`config.mk`:
```
export PLATFORM = sky130hd
export DESIGN_NAME = aurx_top
export DESIGN_NICKNAME = d
export VERILOG_FILES = /design/src/hw/aurx_pkg.sv /design/src/hw/aurx_top.sv
export SDC_FILE = /design/constraint.sdc
export NUM_CORES = 1
export LEC_CHECK = 0
export BUFFER_PORTS_ARGS = -buffer_cell sky130_fd_sc_hd__buf_2
export CORE_MARGIN = 1.5
export CORE_UTILIZATION = 30
export CTS_BUF_LIST = sky130_fd_sc_hd__clkbuf_4 sky130_fd_sc_hd__clkbuf_8
export CTS_CLUSTER_DIAMETER = 200
export CTS_CLUSTER_SIZE = 20
export DETAILED_ROUTE_END_ITERATION = 10
export PLACE_DENSITY = 0.55
export SLEW_MARGIN = 5
export SYNTH_ARGS = -nofsm -noshare
export SYNTH_HDL_FRONTEND = slang
export SYNTH_SLANG_ARGS = --single-unit
```
`constraint.sdc`:
```
create_clock -name clk -period 11.2 [get_ports clk]
set_input_delay 2.24 -clock clk [delete_from_list [all_inputs] [get_ports clk]]
set_output_delay 2.24 -clock clk [all_outputs]
set_load 0.05 [all_outputs]
```
`src/hw/aurx_pkg.sv`:
```
// Purpose: Constants for the asynchronous receive recovery block.
// Assumes: One 20 MHz system clock, sample tick from an outside divider.
// Notes: Register offsets are word byte addresses on the plain port.
//
// Function
// - Disabling the receiver empties the receive buffer, discarding unread characters.
// - Sample the line 16 times per bit, or 8 in double speed.
// - A high to low transition starts detection; first low sample is one.
// - Validate start on samples 8,9,10 normally or 4,5,6 in double speed.
// - Two or more high qualification samples reject start as noise.
// - Resynchronise sampling phase on every accepted start bit.
// - Sequencer has 16 states per bit, 8 in double speed.
// - Each data or parity bit is the majority of three centre samples.
// - Recover through the first stop bit; ignore further stop bits.
// - First stop bit voted the same; zero sets the frame error flag.
// - New start may be seen right after the last stop voting sample.
// - Data plus parity bits total from 5 to 10.
// - Double speed halves ticks per bit from 16 to 8, async only.
// - Receive buffer is a two-entry queue; reading data advances it.
// - With parity check enabled, compare computed and received parity, store result.
package aurx_pkg;
   // Register byte addresses
   localparam logic [4:0] REG_CTRL = 5'h00;
   localparam logic [4:0] REG_STAT = 5'h04;
   localparam logic [4:0] REG_DATA = 5'h08;
   localparam logic [4:0] REG_IRQ = 5'h0C;
   localparam logic [4:0] REG_MASK = 5'h10;
   // Control fields
   localparam int CTRL_EN_BIT  = 0;
   localparam int CTRL_DS_BIT  = 1;
   localparam int CTRL_PE_BIT  = 2;
   localparam int CTRL_ODD_BIT = 3;
   localparam int CTRL_LEN_LSB = 4;
   localparam logic [3:0] CTRL_LEN_RST = 4'h8;
   localparam logic [3:0] LEN_MIN = 4'h5;
   localparam logic [3:0] LEN_MAX = 4'hA;
   // Sample timing
   localparam logic [3:0] SPB_NORM_M1 = 4'hF;
   localparam logic [3:0] SPB_DS_M1   = 4'h7;
   localparam logic [3:0] MID_NORM = 4'h9;
   localparam logic [3:0] MID_DS   = 4'h5;
   // Interrupt status bits
   localparam int IRQ_RXC = 0;
   localparam int IRQ_FE  = 1;
   localparam int IRQ_PE  = 2;
   localparam int IRQ_OVR = 3;
   localparam int IRQ_W   = 4;
   typedef enum logic [1:0] {
      AURX_IDLE  = 2'b00,
      AURX_START = 2'b01,
      AURX_BITS  = 2'b10
   } aurx_state_t;
endpackage

```
`src/hw/aurx_top.sv`:
```
// Purpose: Oversampling asynchronous receiver with two-entry receive queue.
// Assumes: sample_tick is one clk pulse at 16x (or 8x) the bit rate.
// Notes: Frame length counts data plus parity bits.
`timescale 1ns/1ps
`default_nettype none
module aurx_top (
   // Clock and reset
   input wire logic clk,
   input wire logic rst_n,
   // Serial side
   input wire logic serial_receive_pin,
   input wire logic sample_tick,
   // Register port
   input wire logic [4:0] addr,
   input wire logic [31:0] wdata,
   input wire logic wr,
   input wire logic rd,
   output logic [31:0] rdata,
   // Interrupt
   output logic irq
);
   // ********************************************
   // Synchroniser and control
   // ********************************************
   logic sync1_r, sync2_r, rx_prev_r;
   logic [7:0] ctrl_r;
   logic receiver_enable, double_speed_select, parity_check_enable, odd_par;
   logic [3:0] frame_len;

   always_ff @(posedge clk or negedge rst_n) begin
      if (!rst_n) begin
         sync1_r <= 1'b1;
         sync2_r <= 1'b1;
         rx_prev_r <= 1'b1;
      end else begin
         sync1_r <= serial_receive_pin;
         sync2_r <= sync1_r;
         if (sample_tick)
            rx_prev_r <= sync2_r;
      end
   end

   always_ff @(posedge clk or negedge rst_n) begin
      if (!rst_n)
         ctrl_r <= {aurx_pkg::CTRL_LEN_RST, 4'h0};
      else if (wr && addr == aurx_pkg::REG_CTRL)
         ctrl_r <= wdata[7:0];
   end

   assign receiver_enable = ctrl_r[aurx_pkg::CTRL_EN_BIT];
   assign double_speed_select = ctrl_r[aurx_pkg::CTRL_DS_BIT];
   assign parity_check_enable = ctrl_r[aurx_pkg::CTRL_PE_BIT];
   assign odd_par = ctrl_r[aurx_pkg::CTRL_ODD_BIT];
   // Out-of-range lengths clamp so the sequencer always ends
   always_comb begin
      frame_len = ctrl_r[aurx_pkg::CTRL_LEN_LSB +: 4];
      if (frame_len < aurx_pkg::LEN_MIN)
         frame_len = aurx_pkg::LEN_MIN;
      else if (frame_len > aurx_pkg::LEN_MAX)
         frame_len = aurx_pkg::LEN_MAX;
   end

   // ********************************************
   // Clock and data recovery
   // ********************************************
   aurx_pkg::aurx_state_t state_r;
   logic [3:0] phase_r;
   logic [3:0] bitn_r;
   logic [2:0] vote_r;
   logic [10:0] shift_r;
   logic frame_done_r, frame_fe_r;
   logic [3:0] last_ph, mid_ph;
   logic vote_bit;

   assign last_ph = double_speed_select ? aurx_pkg::SPB_DS_M1
                                        : aurx_pkg::SPB_NORM_M1;
   assign mid_ph = double_speed_select ? aurx_pkg::MID_DS
                                       : aurx_pkg::MID_NORM;

   function automatic logic maj3(input logic [2:0] s);
      maj3 = (s[0] & s[1]) | (s[0] & s[2]) | (s[1] & s[2]);
   endfunction

   // Vote includes the sample taken this tick at mid+1
   assign vote_bit = maj3({vote_r[1:0], sync2_r});

   // Phase numbers the sample; phase 1 is the first low sample
   always_ff @(posedge clk or negedge rst_n) begin
      if (!rst_n) begin
         state_r <= aurx_pkg::AURX_IDLE;
         phase_r <= 4'h0;
         bitn_r <= 4'h0;
         vote_r <= 3'h0;
         shift_r <= 11'h0;
         frame_done_r <= 1'b0;
         frame_fe_r <= 1'b0;
      end else begin
         frame_done_r <= 1'b0;
         if (!receiver_enable) begin
            state_r <= aurx_pkg::AURX_IDLE;
         end else if (sample_tick) begin
            vote_r <= {vote_r[1:0], sync2_r};
            case (state_r)
               aurx_pkg::AURX_IDLE: begin
                  if (rx_prev_r && !sync2_r) begin
                     state_r <= aurx_pkg::AURX_START;
                     phase_r <= 4'h1;
                  end
               end
               aurx_pkg::AURX_START: begin
                  phase_r <= phase_r + 4'h1;
                  if (phase_r == mid_ph) begin
                     if (vote_bit) begin
                        state_r <= aurx_pkg::AURX_IDLE;
                     end else begin
                        state_r <= aurx_pkg::AURX_BITS;
                        bitn_r <= 4'h0;
                     end
                  end
               end
               aurx_pkg::AURX_BITS: begin
                  // Bit boundaries sit at phase wrap, 16 or 8 states
                  phase_r <= (phase_r == last_ph) ? 4'h0
                                                  : phase_r + 4'h1;
                  if (phase_r == mid_ph) begin
                     shift_r <= {vote_bit, shift_r[10:1]};
                     if (bitn_r == frame_len) begin
                        // First stop bit only; later ones look idle
                        state_r <= aurx_pkg::AURX_IDLE;
                        frame_done_r <= 1'b1;
                        frame_fe_r <= ~vote_bit;
                     end else begin
                        bitn_r <= bitn_r + 4'h1;
                     end
                  end
               end
               default: state_r <= aurx_pkg::AURX_IDLE;
            endcase
         end
      end
   end
   // Return to idle right after the stop vote allows an immediate start

   // ********************************************
   // Character assembly and parity
   // ********************************************
   logic [10:0] aligned;
   logic [9:0] dbits;
   logic [9:0] char_bits;
   logic par_rx, par_err;

   // Frame sits in top frame_len+1 bits of shift_r
   assign aligned = shift_r >> (4'hA - frame_len);
   // Stop bit sits just above the character; keep it out of the data
   assign dbits = aligned[9:0] & ((10'h1 << frame_len) - 10'h1);
   always_comb begin
      char_bits = dbits;
      par_rx = 1'b0;
      if (parity_check_enable) begin
         par_rx = dbits[frame_len - 4'h1];
         char_bits[frame_len - 4'h1] = 1'b0;
      end
   end
   // Even parity: data xor parity bit is zero
   assign par_err = parity_check_enable &
                    ((^char_bits) ^ par_rx ^ odd_par);

   // ********************************************
   // Two-entry receive queue
   // ********************************************
   logic [11:0] q_r [0:1];
   logic [1:0] cnt_r;
   logic ovr_r;
   logic pop;
   logic flush;
   logic [11:0] entry;

   // Disable write flushes at once, so a status read right after sees empty
   assign flush = !receiver_enable ||
                  (wr && addr == aurx_pkg::REG_CTRL &&
                   !wdata[aurx_pkg::CTRL_EN_BIT]);

   assign pop = rd && addr == aurx_pkg::REG_DATA && cnt_r != 2'h0;
   assign entry = {par_err, frame_fe_r, char_bits};

   always_ff @(posedge clk or negedge rst_n) begin
      if (!rst_n) begin
         cnt_r <= 2'h0;
         q_r[0] <= 12'h0;
         q_r[1] <= 12'h0;
         ovr_r <= 1'b0;
      end else if (flush) begin
         cnt_r <= 2'h0;
         ovr_r <= 1'b0;
      end else begin
         if (pop) begin
            q_r[0] <= q_r[1];
         end
         if (frame_done_r) begin
            if (cnt_r == 2'h2 && !pop) begin
               ovr_r <= 1'b1;
            end else begin
               ovr_r <= 1'b0;
               if (cnt_r == 2'h0 || (cnt_r == 2'h1 && pop))
                  q_r[0] <= entry;
               else
                  q_r[1] <= entry;
            end
         end
         case ({frame_done_r && !(cnt_r == 2'h2 && !pop), pop})
            2'b10: cnt_r <= cnt_r + 2'h1;
            2'b01: cnt_r <= cnt_r - 2'h1;
            default: cnt_r <= cnt_r;
         endcase
      end
   end

   // ********************************************
   // Interrupts and read port
   // ********************************************
   logic [3:0] ists_r, imask_r, ev;
   logic frame_ovr;

   assign frame_ovr = frame_done_r && cnt_r == 2'h2 && !pop;
   assign ev = {frame_ovr, frame_done_r & par_err,
                frame_done_r & frame_fe_r, frame_done_r};

   always_ff @(posedge clk or negedge rst_n) begin
      if (!rst_n)
         imask_r <= 4'h0;
      else if (wr && addr == aurx_pkg::REG_MASK)
         imask_r <= wdata[3:0];
   end

   // Set wins over write-one-to-clear
   always_ff @(posedge clk or negedge rst_n) begin
      if (!rst_n)
         ists_r <= 4'h0;
      else if (wr && addr == aurx_pkg::REG_IRQ)
         ists_r <= (ists_r & ~wdata[3:0]) | ev;
      else
         ists_r <= ists_r | ev;
   end

   assign irq = |(ists_r & imask_r);

   always_ff @(posedge clk or negedge rst_n) begin
      if (!rst_n) begin
         rdata <= 32'h0;
      end else if (rd) begin
         case (addr)
            aurx_pkg::REG_CTRL: rdata <= {24'h0, ctrl_r};
            // Head error bits read zero once the queue is empty
            aurx_pkg::REG_STAT: rdata <= {25'h0, ovr_r,
                                          q_r[0][11:10] & {2{cnt_r != 2'h0}},
                                          state_r != aurx_pkg::AURX_IDLE,
                                          cnt_r, cnt_r != 2'h0};
            aurx_pkg::REG_DATA: rdata <= {22'h0, q_r[0][9:0]};
            aurx_pkg::REG_IRQ: rdata <= {28'h0, ists_r};
            aurx_pkg::REG_MASK: rdata <= {28'h0, imask_r};
            default: rdata <= 32'h0;
         endcase
      end else begin
         rdata <= 32'h0;
      end
   end
endmodule // aurx_top
`default_nettype wire

```
==> impl_summary.txt <==
----------------------------------------------------
[Status]
  Status ... completed

[Die]
  Placement Rows ... between 40 and 50
  Area of the placeable core ... about 16000 µm²
  Horiz. Die Dim ... ~130 µm
  Initial standard-cell utilization of the core ... between 30% and 40%
  Vertical die dimension ... between 100 and 150 µm
  Num ports ... 76
  Area of the die ... ~17000 µm²

[STA]
  Fraction of the cycle the final worst path needs ... roughly half
  Final worst path period need ... ~5.6 ns
  Highest Clock Rate ... 180 MHz
  Setup repair after global routing missed its margin ... no
  Final hold viol count ... 0
  Final Max Slew Viols ... 0
  Fin worst setup slack ... 5.64 ns
  Tightest slew margin relative to the limit ... 31.0%
  Final setup violating endpoints ... 0
  Total negative slack for setup checks ... 0 ns
  Layout Skew ... roughly 0.017 ns
  Actual slew at the worst max-slew pin ... 1.03 ns

[Synthesis]
  Instance count of the mapped netlist ... between 500 and 600
  Post-Syn Area per Cell ... around 9.3 µm²
  Post-synthesis register bit count ... 81
  Synth Warn # ... 0
  Proportion of synthesized chip area in sequential cells ... 40.8%
  Post-synthesis async set-or-reset flop share ... 100%
  Cell type contributing the most total cell area after synthesis ... sky130_fd_sc_hd__dfrtp_1
  Most used flip-flop cell after synthesis ... sky130_fd_sc_hd__dfrtp_1
  Cell area after synthesis ... 4980 µm²
  Cell types occupying the most area after synthesis ... sky130_fd_sc_hd__dfrtp_1, sky130_fd_sc_hd__mux2_2, sky130_fd_sc_hd__nand2_1, sky130_fd_sc_hd__ha_1, sky130_fd_sc_hd__a21oi_1
  Most frequent cell after synthesis ... sky130_fd_sc_hd__dfrtp_1
  Area fraction of the dominant cell type after synthesis ... around two fifths
  Most instantiated cells after synthesis ... sky130_fd_sc_hd__dfrtp_1, sky130_fd_sc_hd__nand2_1, sky130_fd_sc_hd__nor2_1
  Post-synth EDFFs ... 0
  Count of unique library cells instantiated by Yosys ... between 60 and 70

[Cells and area]
  Area of all placed cells without fillers ... around 5400 µm²
  Core occupancy in the finished layout ... between 30% and 40%
  Nets ... 614
  Antenna fix cells ... 0
  Share of layout cells above drive strength 1 ... between 10% and 20%
  Synthesis-to-layout area growth ... 8.60%
  Non-filler cells in the finished layout ... 773

[Setup path]
  Critical Path RT ... between 10 and 15 ns
  Endpoint of the most critical setup path ... q_r[11]
  Highest fanout seen on the critical path ... 22
  Endpoint arrival time on the critical path ... 5.80 ns
  Worst flop-to-flop path endpoint ... q_r[11]
  R2R Path Start ... ctrl_r[7]
  Worst setup startpoint ... ctrl_r[7]
  Critical path startpoint category ... flop
  Worst-case register-to-register setup slack ... 5.64 ns
  Crit. End Element ... flop
  Type of the worst setup path ... reg2reg
  Path depth of the worst reg2reg path ... 14

[GRT]
  Remaining global-route overflow ... 0
  Number of antenna violations at the first check in global routing ... 0
  Number of global-route vias before repair ... about 3700
  First-pass GRT wire length ... a little under 20 mm
  Largest net degree at the start of global routing ... 82
  Total Routing Usage GR ... 13.9%

[Placement]
  Final RePlAce weighted congestion ... between 0.9 and 1
  Pre-CTS setup slack ... roughly 5.7 ns
  DP Wirelength ... roughly 8.7 mm
  Placed inst area ... between 5000 and 6000 µm²
  Placed cells ... between 700 and 800
  Port Buffer Count ... 29

[Clock network]
  Post-CTS setup-driven buffer insertion count ... 0
  Clock tree root buffer cell ... sky130_fd_sc_hd__clkbuf_8
  CTS tree ... yes
  Count of clock tree sinks ... a little over 80
  Post-CTS resize count ... 0
  # hold bufs at CTS ... 0
  H-tree levels ... 3
  Maximum clock path buffer count ... 2
  CTS clk-pin slew, worst paths ... roughly 0.090 ns
  Number of buffers created by CTS ... 9
  Clock insertion delay at the later pin of the skew report ... ~0.37 ns

[Min path]
  Path class of the lowest-slack min-delay path ... reg2reg
  Hold Path Stages ... 0

[Detailed routing]
  Post-DR vias/cell ... a little over 5
  Post-route ant nets ... 0
  Sum of routed wire length over all layers ... approximately 12 mm
  Total via count after detailed routing ... ~3900
  DR pass1 iterations ... 5
  Drt first-iter violations ... 330
  WL/cell ... roughly 15 µm
  Remaining DRCs ... 0

[Power]
  Cell Pwr Density ... ~140 nW/µm²
  IR drop worst, VDD ... 0.0731 mV
  Leakage Power ... about 2.4 nW

[Flow run]
  Max Cap Violations ... 0

----------------------------------------------------
-- per-layer routing --
layer	track usage (%)	wire length, µm	share of wire, %
met1	19.1	5840	49
met2	21.9	5370	45
met3	2.85	501	4.2
met4	4.32	178	1.5
met5	0	0	0
-- worst min path at each step --
stage,start,to
finish,sync1_r,sync2_r
detailed placement,sync1_r,sync2_r
global route,sync1_r,sync2_r
CTS,sync1_r,sync2_r
global placement,sync1_r,sync2_r
floorplan,sync1_r,sync2_r
-- worst max-delay path, stage by stage, from the launching register on --
cell and delay [ns]:
sky130_fd_sc_hd__dfstp_2 0.81, sky130_fd_sc_hd__inv_4 0.11, sky130_fd_sc_hd__a21oi_1 0.19, sky130_fd_sc_hd__a21o_1 0.69, sky130_fd_sc_hd__inv_2 0.30, sky130_fd_sc_hd__ha_1 0.43, sky130_fd_sc_hd__nand2b_1 0.33, sky130_fd_sc_hd__nand2_1 0.31
sky130_fd_sc_hd__mux4_2 0.53, sky130_fd_sc_hd__or3_1 0.43, sky130_fd_sc_hd__clkinv_1 0.09, sky130_fd_sc_hd__xnor3_1 0.31, sky130_fd_sc_hd__xnor3_1 0.39, sky130_fd_sc_hd__mux2i_1 0.40, sky130_fd_sc_hd__o21ai_1 0.12
-- cell families (layout without fill, tap and decap cells) --
| logic type | count (synthesis) | after routing | share of synthesized area (%) |
|---|---|---|---|
| simple gates | 167 | 167 | 15.5 |
| compound gates | 130 | 130 | 16.7 |
| flops | 81 | 81 | 40.8 |
| buf+inv | 71 | 73 | 7.47 |
| mux | 46 | 46 | 10.9 |
| fa+ha+maj | 20 | 20 | 4.98 |
| xor+xnor | 16 | 16 | 3.52 |
| other cells | 2 | 24 | 0.151 |
-- stage by stage --
step | power [mW] | hold WS, ns
after global placement | 0.562 | 0.345
after floorplan | 0.518 | 0.345
after CTS | 0.772 | 0.365
after detailed placement | 0.564 | 0.353
final | 0.767 | 0.361
after global routing | 0.808 | 0.365
-- cell usage in the layout (no fill, tap or decap), drive strengths merged, types with 3 or more instances in the layout --
| cell type | n |
|---|---|
| a221oi | 3 |
| mux4 | 4 |
| a22oi | 4 |
| nor3 | 9 |
| nor2b | 4 |
| xor2 | 6 |
| a31oi | 5 |
| or3 | 6 |
| clkbuf | 10 |
| dfrtp | 77 |
| a222oi | 6 |
| clkinv | 3 |
| xnor2 | 8 |
| o211ai | 3 |
| buf | 30 |
| inv | 28 |
| a21o | 3 |
| ha | 19 |
| mux2 | 26 |
| nand2b | 6 |
| mux2i | 16 |
| nand3 | 16 |
| and3 | 6 |
| a21oi | 38 |
| o21ai | 36 |
| nand2 | 69 |
| dfstp | 4 |
| o22ai | 11 |
| nor2 | 38 |
| conb | 24 |
| nand4 | 3 |
-- sequential cells by signal, summed over array words and instances (netlist names), 2 cells and up --
signal / count
q_r: 24
ists_r: 4
bitn_r: 4
cnt_r: 2
state_r: 2
vote_r: 2
shift_r: 11
rdata: 10
phase_r: 4
ctrl_r: 8
imask_r: 4
-- where the power goes --
| part | leakage (nW) | switching, mW | internal [mW] |
|---|---|---|---|
| Sequential | 1.08 | 0.0266 | 0.312 |
| Clock | 0.0895 | 0.116 | 0.0888 |
| Combinational | 1.27 | 0.145 | 0.0791 |
| Total | 2.44 | 0.287 | 0.480 |
-- final cells by class --
cell class                      count  area (µm²)
Clock buffer                       10         138
Clock inverter                      6        50.0
Fill cell                        1645       10700
Inverter                           27         104
Multi-Input combinational cell    403        2660
Sequential cell                    81        2030
Tap cell                          216         270
Timing Repair Buffer               30         155
No activity file was read; power rests on OpenSTA's default activity.
